<file path="src/logic/flag_offset_pkg.sv">
// Constants and types shared by the offset loader host controller.
// Assumes a 125 MHz system clock; the serial clock is derived from it.
package flag_offset_pkg;

    // ********************************************************
    // Timing
    // ********************************************************
    localparam int CLK_PERIOD_NS = 8;
    localparam int SCLK_PERIOD_NS = 80;
    localparam int SCLK_HALF_CYC = SCLK_PERIOD_NS / (2 * CLK_PERIOD_NS);
    localparam int MRS_LOW_NS = 100;
    localparam int MRS_LOW_CYC =
        (MRS_LOW_NS + CLK_PERIOD_NS - 1) / CLK_PERIOD_NS;
    localparam int CFG_SETUP_CYC = 4;

    // ********************************************************
    // Chain geometry
    // ********************************************************
    localparam int NUM_FIELDS = 8;
    localparam int FIELD_W_MAX = 17;
    localparam logic [4:0] FIELD_W_BASE = 5'h0d;
    localparam logic [2:0] FIRST_SEQ = 3'h0;
    localparam logic [2:0] LAST_SEQ = 3'h7;

    // ********************************************************
    // Configuration codes
    // ********************************************************
    localparam logic [1:0] WIDTH_X40 = 2'h0;
    localparam logic [1:0] WIDTH_X20 = 2'h1;
    localparam logic [1:0] WIDTH_X10 = 2'h2;
    localparam logic [1:0] CODE_BAD = 2'h3;
    localparam logic [1:0] DEF_SEL_7 = 2'h0;
    localparam logic [1:0] DEF_SEL_63 = 2'h1;
    localparam logic [1:0] DEF_SEL_127 = 2'h2;
    localparam logic [1:0] DEF_SEL_1023 = 2'h3;

    localparam logic [1:0] OP_WRITE = 2'h0;
    localparam logic [1:0] OP_READ = 2'h1;
    localparam logic [1:0] OP_RESET = 2'h2;

    typedef logic [NUM_FIELDS-1:0][FIELD_W_MAX-1:0] offsets_t;

    typedef enum logic [2:0]
    {
        S_IDLE,
        S_RST_SETUP,
        S_RST_LOW,
        S_RST_HOLD,
        S_WRITE,
        S_READ,
        S_TAIL
    } state_t;

endpackage

</file>
<file path="src/logic/serial_clock_gen.sv">
// Serial clock divider for the offset loader.
// Assumes run is a registered level from the same clock domain.
`timescale 1ns/100ps
module serial_clock_gen
    import flag_offset_pkg::*;
#(
    parameter int HALF_CYC = SCLK_HALF_CYC
)
(
    input wire logic clk,
    input wire logic srst,
    input wire logic run,
    output logic sclk,
    output logic rise_pulse,
    output logic fall_pulse
);

    typedef struct packed {
        logic [7:0] cnt;
        logic level;
        logic rise;
        logic fall;
    } gen_t;

    gen_t g_r;
    gen_t g_nxt;

    // ********************************************************
    // Divider: idles high, first edge of a run is a fall
    // ********************************************************
    always_comb
    begin
        g_nxt = g_r;
        g_nxt.rise = 1'b0;
        g_nxt.fall = 1'b0;
        if (!run)
        begin
            g_nxt.cnt = 8'(HALF_CYC - 1);
            g_nxt.level = 1'b1;
        end
        else if (g_r.cnt == 8'(HALF_CYC - 1))
        begin
            g_nxt.cnt = 8'h00;
            g_nxt.level = ~g_r.level;
            g_nxt.rise = ~g_r.level;
            g_nxt.fall = g_r.level;
        end
        else
        begin
            g_nxt.cnt = g_r.cnt + 8'h01;
        end
    end

    always_ff @(posedge clk)
    begin
        if (srst)
        begin
            g_r <= '{cnt: 8'h00, level: 1'b1, rise: 1'b0, fall: 1'b0};
        end
        else
        begin
            g_r <= g_nxt;
        end
    end

    assign sclk = g_r.level;
    assign rise_pulse = g_r.rise;
    assign fall_pulse = g_r.fall;

endmodule // serial_clock_gen

</file>
<file path="src/logic/flag_offset_serial_loader.sv">
// Host controller that writes, reads back and resets the flag offset
// chain of a four-queue flow-control device over its serial pins.
// Assumes the device samples on serial clock rising edges.
`timescale 1ns/100ps

// Behaviour
// RULE1 - Device loads defaults from select at reset
// RULE2 - Default applies alike to all queues
// RULE3 - Per-queue values need serial programming
// RULE4 - Write enable low shifts one bit per rise
// RULE5 - Read enable low outputs one bit per rise
// RULE6 - Read enable held low whole read
// RULE7 - Device outputs zeros after chain end
// RULE8 - Chain length from width and depth
// RULE9 - Empty offset first, LSB first
// RULE10 - Chain holds all eight offset fields
// RULE11 - Host always shifts the full chain
// RULE12 - Test-port write instruction loads chain
// RULE13 - Test-port read instruction shifts chain
// RULE14 - Serial pins held high when idle
// RULE15 - Same behaviour in both timing modes
// RULE16 - Field order queue 3 empty first
// RULE17 - Flags follow programmed offsets
// RULE18 - Select steady during master reset pulse
// RULE19 - Master reset restarts chain position
module flag_offset_serial_loader
    import flag_offset_pkg::*;
#(
    parameter int HALF_CYC = SCLK_HALF_CYC,
    parameter int MRS_LOW_CYCLES = MRS_LOW_CYC,
    parameter int CFG_CYCLES = CFG_SETUP_CYC
)
(
    input wire logic clk,
    input wire logic srst,
    input wire logic cmd_valid,
    output logic cmd_ready,
    input wire logic [1:0] cmd_op,
    input wire logic [1:0] cmd_width,
    input wire logic [1:0] cmd_depth,
    input wire logic [1:0] cmd_default_select,
    input wire offsets_t wr_offsets,
    output offsets_t rd_offsets,
    output logic done,
    output logic serial_clock,
    output logic serial_write_enable_n,
    output logic serial_read_enable_n,
    output logic serial_program_input,
    input wire logic serial_program_output,
    output logic master_reset_n,
    output logic [1:0] default_offset_select
);

    typedef struct packed {
        state_t st;
        logic run;
        logic serial_write_enable_n_n;
        logic serial_read_enable_n_n;
        logic si;
        logic mrs_n;
        logic [1:0] fsel;
        logic [4:0] fw;
        logic [7:0] cnt;
        logic [2:0] seq;
        logic [4:0] bitpos;
        logic [7:0] tmr;
        offsets_t hold;
        offsets_t rd;
        logic sdo_s1;
        logic sdo_s2;
        logic done;
    } ctl_t;

    ctl_t s_r;
    ctl_t s_nxt;
    logic rise_pulse;
    logic fall_pulse;
    logic sclk;
    logic [4:0] fw_in;
    logic bad_cfg;

    // Queue 3 empty first, queue 0 full last
    function automatic logic [2:0] field_idx(input logic [2:0] seq);
        field_idx = {~seq[2:1], seq[0]}; // RULE16 RULE12 RULE13
    endfunction

    serial_clock_gen #(
        .HALF_CYC(HALF_CYC)
    ) u_sclk (
        .clk(clk),
        .srst(srst),
        .run(s_r.run),
        .sclk(sclk),
        .rise_pulse(rise_pulse),
        .fall_pulse(fall_pulse)
    );

    // Field widens by one per narrower bus and per larger depth
    assign fw_in = FIELD_W_BASE + {3'h0, cmd_width}
        + {3'h0, cmd_depth}; // RULE8
    assign bad_cfg = (cmd_width == CODE_BAD) || (cmd_depth == CODE_BAD);

    // ********************************************************
    // Sequencer
    // ********************************************************
    always_comb
    begin
        logic [2:0] nseq;
        logic [4:0] nbit;
        nseq = s_r.seq;
        nbit = s_r.bitpos;
        s_nxt = s_r;
        s_nxt.done = 1'b0;
        s_nxt.sdo_s1 = serial_program_output;
        s_nxt.sdo_s2 = s_r.sdo_s1;
        unique case (s_r.st)
            S_IDLE:
            begin
                if (cmd_valid)
                begin
                    s_nxt.cnt = 8'h00;
                    s_nxt.seq = FIRST_SEQ;
                    s_nxt.bitpos = 5'h00;
                    s_nxt.fw = fw_in;
                    s_nxt.tmr = 8'h00;
                    if (cmd_op == OP_WRITE && !bad_cfg)
                    begin
                        // Whole chain always rewritten from the latch
                        s_nxt.st = S_WRITE; // RULE3 RULE11
                        s_nxt.hold = wr_offsets;
                        s_nxt.serial_write_enable_n_n = 1'b0;
                        s_nxt.si =
                            wr_offsets[field_idx(FIRST_SEQ)][0]; // RULE9
                        s_nxt.run = 1'b1;
                    end
                    else if (cmd_op == OP_READ && !bad_cfg)
                    begin
                        s_nxt.st = S_READ;
                        s_nxt.serial_read_enable_n_n = 1'b0; // RULE5
                        s_nxt.run = 1'b1;
                    end
                    else if (cmd_op == OP_RESET)
                    begin
                        s_nxt.st = S_RST_SETUP;
                        s_nxt.fsel = cmd_default_select;
                    end
                end
            end
            S_RST_SETUP:
            begin
                s_nxt.tmr = s_r.tmr + 8'h01;
                if (s_r.tmr == 8'(CFG_CYCLES - 1))
                begin
                    s_nxt.st = S_RST_LOW;
                    s_nxt.mrs_n = 1'b0; // RULE18
                    s_nxt.tmr = 8'h00;
                end
            end
            S_RST_LOW:
            begin
                s_nxt.tmr = s_r.tmr + 8'h01;
                if (s_r.tmr == 8'(MRS_LOW_CYCLES - 1))
                begin
                    s_nxt.st = S_RST_HOLD;
                    s_nxt.mrs_n = 1'b1;
                    s_nxt.tmr = 8'h00;
                end
            end
            S_RST_HOLD:
            begin
                s_nxt.tmr = s_r.tmr + 8'h01;
                if (s_r.tmr == 8'(CFG_CYCLES - 1))
                begin
                    s_nxt.st = S_IDLE;
                    s_nxt.seq = FIRST_SEQ; // RULE19
                    s_nxt.bitpos = 5'h00;
                    s_nxt.done = 1'b1;
                end
            end
            S_WRITE, S_READ:
            begin
                if (rise_pulse)
                begin
                    s_nxt.cnt = s_r.cnt + 8'h01; // RULE4 RULE5
                end
                if (fall_pulse && s_r.cnt != 8'h00)
                begin
                    if (s_r.st == S_READ)
                    begin
                        s_nxt.rd[field_idx(s_r.seq)][s_r.bitpos] = s_r.sdo_s2;
                    end
                    if (s_r.cnt == {s_r.fw, 3'h0})
                    begin
                        // Enables rise while the clock is low
                        s_nxt.st = S_TAIL; // RULE6 RULE8
                        s_nxt.serial_write_enable_n_n = 1'b1;
                        s_nxt.serial_read_enable_n_n = 1'b1;
                        s_nxt.si = 1'b1;
                    end
                    else
                    begin
                        if (s_r.bitpos == s_r.fw - 5'h01)
                        begin
                            nbit = 5'h00;
                            nseq = s_r.seq + 3'h1; // RULE16
                        end
                        else
                        begin
                            nbit = s_r.bitpos + 5'h01; // RULE9
                        end
                        s_nxt.seq = nseq;
                        s_nxt.bitpos = nbit;
                        if (s_r.st == S_WRITE)
                        begin
                            s_nxt.si = s_r.hold[field_idx(nseq)][nbit];
                        end
                    end
                end
            end
            S_TAIL:
            begin
                // Clock returns high with both enables already high
                if (rise_pulse)
                begin
                    s_nxt.run = 1'b0; // RULE14
                    s_nxt.st = S_IDLE;
                    s_nxt.done = 1'b1;
                end
            end
            default:
            begin
                s_nxt.st = S_IDLE;
            end
        endcase
    end

    always_ff @(posedge clk)
    begin
        if (srst)
        begin
            s_r <= '0;
            s_r.st <= S_IDLE;
            s_r.serial_write_enable_n_n <= 1'b1; // RULE14
            s_r.serial_read_enable_n_n <= 1'b1;
            s_r.si <= 1'b1;
            s_r.mrs_n <= 1'b1;
            s_r.fw <= FIELD_W_BASE;
        end
        else
        begin
            s_r <= s_nxt;
        end
    end

    assign cmd_ready = (s_r.st == S_IDLE);
    assign rd_offsets = s_r.rd;
    assign done = s_r.done;
    assign serial_clock = sclk;
    assign serial_write_enable_n = s_r.serial_write_enable_n_n;
    assign serial_read_enable_n = s_r.serial_read_enable_n_n;
    assign serial_program_input = s_r.si;
    assign master_reset_n = s_r.mrs_n;
    assign default_offset_select = s_r.fsel;
endmodule // flag_offset_serial_loader

</file>
<file path="config.mk">
export PLATFORM = sky130hd
export DESIGN_NAME = flag_offset_serial_loader
export DESIGN_NICKNAME = d
export VERILOG_FILES = /design/src/logic/flag_offset_pkg.sv /design/src/logic/serial_clock_gen.sv /design/src/logic/flag_offset_serial_loader.sv
export SDC_FILE = /design/constraint.sdc
export NUM_CORES = 1
export LEC_CHECK = 0
export ABC_AREA = 1
export BUFFER_PORTS_ARGS = -buffer_cell sky130_fd_sc_hd__buf_4
export CORE_MARGIN = 10
export CORE_UTILIZATION = 50
export DETAILED_ROUTE_END_ITERATION = 12
export PLACE_DENSITY_LB_ADDON = 0.1
export SYNTH_ARGS = -nofsm -noshare
export SYNTH_HDL_FRONTEND = slang
export SYNTH_HIERARCHICAL = 1
export SYNTH_SLANG_ARGS = --single-unit
</file>
<file path="constraint.sdc">
create_clock -name clk -period 2.43 [get_ports clk]
set_input_delay 0.243 -clock clk [delete_from_list [all_inputs] [get_ports clk]]
set_output_delay 0.243 -clock clk [all_outputs]
set_load 0.05 [all_outputs]
</file>
Yosys cells after proc, flatten, opt, wreduce, memory -nomap -nowiden
Cells that the tools add are included.

Bits in registers: 325. Bits of input ports: 148. Logic and storage cells: 178.

Add/sub/neg operators: 8. $lt $le $gt $ge: 6. Equal/unequal tests: 30. Mux-type cells: 59. Bitwise gates (word level): 7. Reduce and logical (&&, ||, !) cells: 32.

Operator list (number): 160-bit two-way mux (1); 136-bit bitwise mux (1); 136-bit two-way mux (1); 17-bit binary-select mux with 3-bit select (1); 17-bit demux with 3-bit select (1); 8-bit two-way mux (6); 3-bit two-way mux (14); 17-bit two-way mux (2); 8-bit one-hot mux with 4 select lines (1); 8-bit by 1-bit adder with 8-bit output, second input constant (3); 8-bit one-hot mux with 3 select lines (1); 5-bit two-way mux (4); 5-bit AND reduction (4); 3-bit one-hot mux with 6 select lines (1); 2-bit != test, second input constant (8); 8-bit one-hot mux with 2 select lines (1); 1-bit two-way mux (13); 5-bit by 6-bit < comparator with 1-bit output, second input constant (2); 4-bit two-way mux (3); 3-bit AND reduction (4); 3-bit equality test, second input constant (3); 8-bit by 2-bit equality test with 1-bit output, second input constant (1); 8-bit by 3-bit equality test with 1-bit output, second input constant (1); 8-bit by 4-bit equality test with 1-bit output, second input constant (1); other kinds (41) (64).

Longest topological paths before layout
Depth after elaboration: 15. Gate-level depth with buffers: 24.

Cells and area by module
The synthesis kept the hierarchy.

By module, submodules not included: flag_offset_serial_loader (instances 1, cells an instance 1921, area an instance 14680.3 sq um, sequential area each 6266.0 sq um); serial_clock_gen (instances 1, cells an instance 68, area an instance 511.7 sq um, sequential area each 220.2 sq um).

Worst setup path before layout
OpenSTA, ideal clock, no wires.

Kind: register to register. Start: register s_r[299] in the netlist's numbering. End: register s_r, in the netlist serial_program_input. Arrival: 2.407 ns. Path slack: -0.092 ns. Stages on the path, launching flop included: 24. Path buffers: 2. Clock period less this slack: 2.522 ns. Cell sequence: dfxtp_1 -> inv_2 -> ha_1 -> ha_1 -> inv_1 -> nand2_1 -> nand2_1 -> nand3_2 -> nor2_4 -> nand2_4 -> nand2_2 -> nand2_2 -> buf_6 -> buf_6 -> o211ai_1 -> nand3_1 -> nand3_1 -> nand3_1 -> nand3_1 -> nand3_1 -> nand3_1 -> nand2_1 -> nand2_1 -> nand2_1.

Word-level cells in the longest chain between the ends: 15.

Ends and longest elaborated chain: start, declared (line flag_offset_serial_loader.sv:74) `ctl_t s_r;`; start signal, assigned (line flag_offset_serial_loader.sv:251) `s_r <= s_nxt;`; 5-bit by 1-bit subtractor with 5-bit output (line flag_offset_serial_loader.sv:202) `if (s_r.bitpos == s_r.fw - 5'h01)`; 5-bit equality test (line flag_offset_serial_loader.sv:202); 3-bit two-way mux (line flag_offset_serial_loader.sv:202); 3-bit two-way mux (line flag_offset_serial_loader.sv:192) `if (s_r.cnt == {s_r.fw, 3'h0})`; 3-bit two-way mux (line flag_offset_serial_loader.sv:186) `if (fall_pulse && s_r.cnt != 8'h00)`; 3-bit two-way mux (line flag_offset_serial_loader.sv:116) `unique case (s_r.st)`; 2-bit inverter (line flag_offset_serial_loader.sv:84) `field_idx = {~seq[2:1], seq[0]};`; 17-bit binary-select mux with 3-bit select (line flag_offset_serial_loader.sv:215) `s_nxt.si = s_r.hold[field_idx(nseq)][nbit];`; 17-bit two-way mux (not written as such) (line flag_offset_serial_loader.sv:215); 1-bit binary-select mux with 5-bit select (line flag_offset_serial_loader.sv:215); 1-bit two-way mux (not written as such) (line flag_offset_serial_loader.sv:215); 1-bit two-way mux (line flag_offset_serial_loader.sv:213) `if (s_r.st == S_WRITE)`; 1-bit two-way mux (line flag_offset_serial_loader.sv:192); 3-bit two-way mux (line flag_offset_serial_loader.sv:186); 3-bit one-hot mux with 2 select lines (line flag_offset_serial_loader.sv:116).

Several ways; a longest one is shown, not always the timed one. The select of a mux whose other input is x is not followed. A chain may end at the register's enable or synchronous reset.

Final worst setup path
Same ends and word-level chain as after synthesis.

==> results.md <==
* Status: complete, but fails checks
* Failing checks: negative setup slack
* Worst slew margin at 51.6%
* Worst r2r path cells at 23
* Multiplexer area fraction after synthesis at 0%
* PD cells at 733 nW/µm²
* Synthesized cell area at 15,200 µm²
* Worst Path Max Fanout at 10
* Skew final at about 0.016 ns
* RSZ-0062 raised after global routing: yes
* Least-Margin Pin Slew at 0.726 ns
* Hold Path Depth at 3
* Worst path most repeated cell: nand3_1
* Endpoint class of the critical path: flip-flop
* Total placed cells including tap cells at 2,491
* Total power at roughly 14 mW
* Area of the core at roughly 30,000 µm²
* Post-synth EDFFs at 0
* Clock transition at path regs at 0.06 ns
* TritonCTS clock tree: yes
* Post-synth top cells: 324 x dfxtp_1, 289 x a21oi_1, 214 x nand2_1
* Syn_nets at 2,152
* Die Ht at 194 µm
* Synth Area in Adders at 1.28%
* Drt total wl at 47.9 mm
* Sw Ratio at between 30 and 40%
* Post-Synth XOR/XNOR Area at 0.461%
* Sum of negative setup slack at -0.357 ns
* Peak VDD IR at 0.685 mV
* Period Utilization, post-route at 115%
* Fin crit period at between 2 and 3 ns
* Depth of the CTS H-tree at 2
* DR DRC count at 0
* Initial Util at between 50 and 60%
* CTS sink count at 324
* Ys Warns at 6
* Final ANT Viol Nets at 0
* Worst path slowest cell: dfxtp_2
* Leak pwr at 7.96 nW
* Worst path bufs/invs at 4
* First-pass GRT wire length at roughly 73 mm
* Vias in the first global route at 13,278
* Die area at between 30,000 and 40,000 µm²
* Top post-synthesis cells by area: dfxtp_1 43%, a21oi_1 9.5%, a311oi_1 7.8%
* Non-filler instance count after layout at 2,598
* Synth Area in Compound Gates at 24.3%
* CP top delay family: simple AND/OR/NAND/NOR gates
* Filler instances at around 2,600
* Crit path cell chain: inv_2, ha_4, ha_4, nand2_2, nand2_2, nand3_2, nor2_4, nand2_4, buf_6, inv_4, nand2_2, nand2_4, clkbuf_16, nand3_1, nand3_1, nand3_1, nand3_1, nand3_1, nand3_1, nand3_1, nand2_1, nand2_1, nand2_1
* WP data required at just under 3 ns
* Worst EP arrival at 3.24 ns
* All-Layer GR Usage at 23.2%
* Clk network pwr share at 37.0%
* 1st-iter DRT viols at 1,203
* Routability cong. at 0.854
* Sequential cell area at between 6000 and 7000 µm²
* Finish-stage setup viols at 1
* Sequential share of power at about two fifths
* Synthesized flop and latch total at 324
* FP Rows at 63
* Worst skew pair latency at 0.52 ns
* Ports at 293
* Area occupied by multi-input gates at 6350 µm²
* Design area at 19,200 µm²
* Proportion of layout cells with a drive suffix above 1 at between 20% and 30%
* Post-DP Area at 17,300 µm²
* TritonRoute pass-1 iters at 5
* Width of the die at 194 µm
* Fmax at 359 MHz
* Syn avg cell area at 7.64 µm²
* CTS root buf: clkbuf_16
* Simple-Gate Fraction of Synth Area at 14.8%
* Post-synth top area cell: dfxtp_1
* Post-layout util at around 64%
* Largest family of logic cells by synthesized area: compound AO/OA/AOI/OAI gates
* Pin count of the biggest net entering global routing at 159
* Grt ovf at 0
* Port bufs at 292
* Wire per inst at between 15 and 20 µm
* Synth top area share at 42.7%
* Hold Vio Cnt, Final at 0
* Nets at 2,346
* Area grow syn2layout at 26.2%
* Vias at 14,199
* CTS Buf Count at 35
* Stages on the worst setup path at 23
* Asr flop ratio synth at 0%
* Sequential area share after synthesis at 42.7%
* WS Path Type: reg -> reg
* Gate Count Post-Synth at 1,989
* Count leader, synth: dfxtp_1
* Worst path max stage delay at 0.33 ns
* Max-cap viol count at 0
* Post-synth cell types at 45
* Synth Flop Type: dfxtp_1
* Net Sw Power at 4.25 mW
* Internal power at ~9.8 mW
* Vias per cell at 5.47
* Fin. max-slew vios at 0
* Initial antenna violation count at 0
* Comb power frac at 22.1%
* CP Launch Type: flip-flop
* Final WS setup at -0.357 ns
* HPWL after detailed placement at 34.0 mm
* Clock Tree Buf Depth at 3
* Hold Path Class: in -> reg
## metal layers
layer / part of all wire [%] / track usage, % / routed length (µm)
met2: 45 / 36.0 / 21500
met4: 1.7 / 5.00 / 804
met1: 46 / 32.6 / 22100
met3: 7.3 / 4.75 / 3480
met5: 0 / 0 / 0
## power by group through the flow
| stage | logic, mW | clock network [mW] | registers, mW |
|---|---|---|---|
| floorplan | 1.76 | 0 | 5.89 |
| global placement | 2.83 | 0 | 5.86 |
| detailed placement | 2.86 | 0 | 5.86 |
| CTS | 2.91 | 5.29 | 5.75 |
| global route | 3.42 | 5.50 | 5.78 |
| finish | 3.10 | 5.20 | 5.75 |
## timing repair
action	4_1_cts	5_1_grt
setup endpoints to repair	1	3
hold buffers	24	0
pin swaps	1	18
gates cloned	0	10
setup buffers	0	11
gates resized for setup	5	28
hold endpoints to repair	24	0
## cell type report
| type | count | share of cell area (%) |
|---|---|---|
| diodes | 1 | 0.0130 |
| clock buffers | 47 | 5.23 |
| clock inverters | 14 | 0.659 |
| inverters | 229 | 4.55 |
| multi-input cells | 1156 | 33.1 |
| flip-flops and latches | 324 | 33.8 |
| well taps | 390 | 2.54 |
| repair buffers | 437 | 20.1 |
## kinds of logic after synthesis
| group | Yosys count |
|---|---|
| compound gates | 619 |
| xor+xnor | 8 |
| fa+ha+maj | 15 |
| buf+inv | 509 |
| flops | 324 |
| simple gates | 514 |
## worst min-delay path: stages
cell	delay, ns
buf_4	0.08
o21ai_0	0.07
a21oi_1	0.10
## flip-flops by register name, summed over array words and instances (netlist names)
| name | flops |
|---|---|
| master_reset_n | 1 |
| rd_offsets | 136 |
| default_offset_select | 2 |
| u_sclk/g_r | 8 |
| serial_write_enable_n | 1 |
| done | 1 |
| u_sclk/fall_pulse | 1 |
| u_sclk/sclk | 1 |
| serial_program_input | 1 |
| serial_read_enable_n | 1 |
| s_nxt | 1 |
| s_r | 169 |
| u_sclk/rise_pulse | 1 |
## through the flow
stage | setup slack [ns] | hold slack [ns]
2_1_floorplan | -0.0253 | 0.312
3_3_place_gp | -0.313 | 0.394
3_5_place_dp | -0.352 | 0.400
4_1_cts | -0.305 | 0.000938
5_1_grt | -0.524 | 0.0163
6_report | -0.357 | 0.0140
## layout by cell type, fill, tap and decap left out, types with 6 or more instances in the layout
cell type,instances
clkbuf_16,45
buf_12,25
buf_6,8
dlygate4sd3_1,24
xor2_1,6
inv_2,11
o21ai_0,161
nor2_1,109
inv_1,206
nand2_2,7
nand3_2,9
clkinv_1,7
nand4_1,7
o21ai_1,9
clkinv_2,6
nor3_1,7
ha_1,12
a311oi_1,136
buf_4,370
clkbuf_8,6
dfxtp_1,322
nand2_1,209
nand3_1,142
a21oi_1,289
## worst paths after layout
kind | startpoint | endpoint | slack [ns]
min reg2reg | s_nxt[1] | s_r[1] | 0.40
min | wr_offsets[85] | s_r[224] | 0.01
max reg2reg | s_r[299] | serial_program_input | -0.36
max | s_r[299] | serial_program_input | -0.36
(Power assumes the default switching activity.)
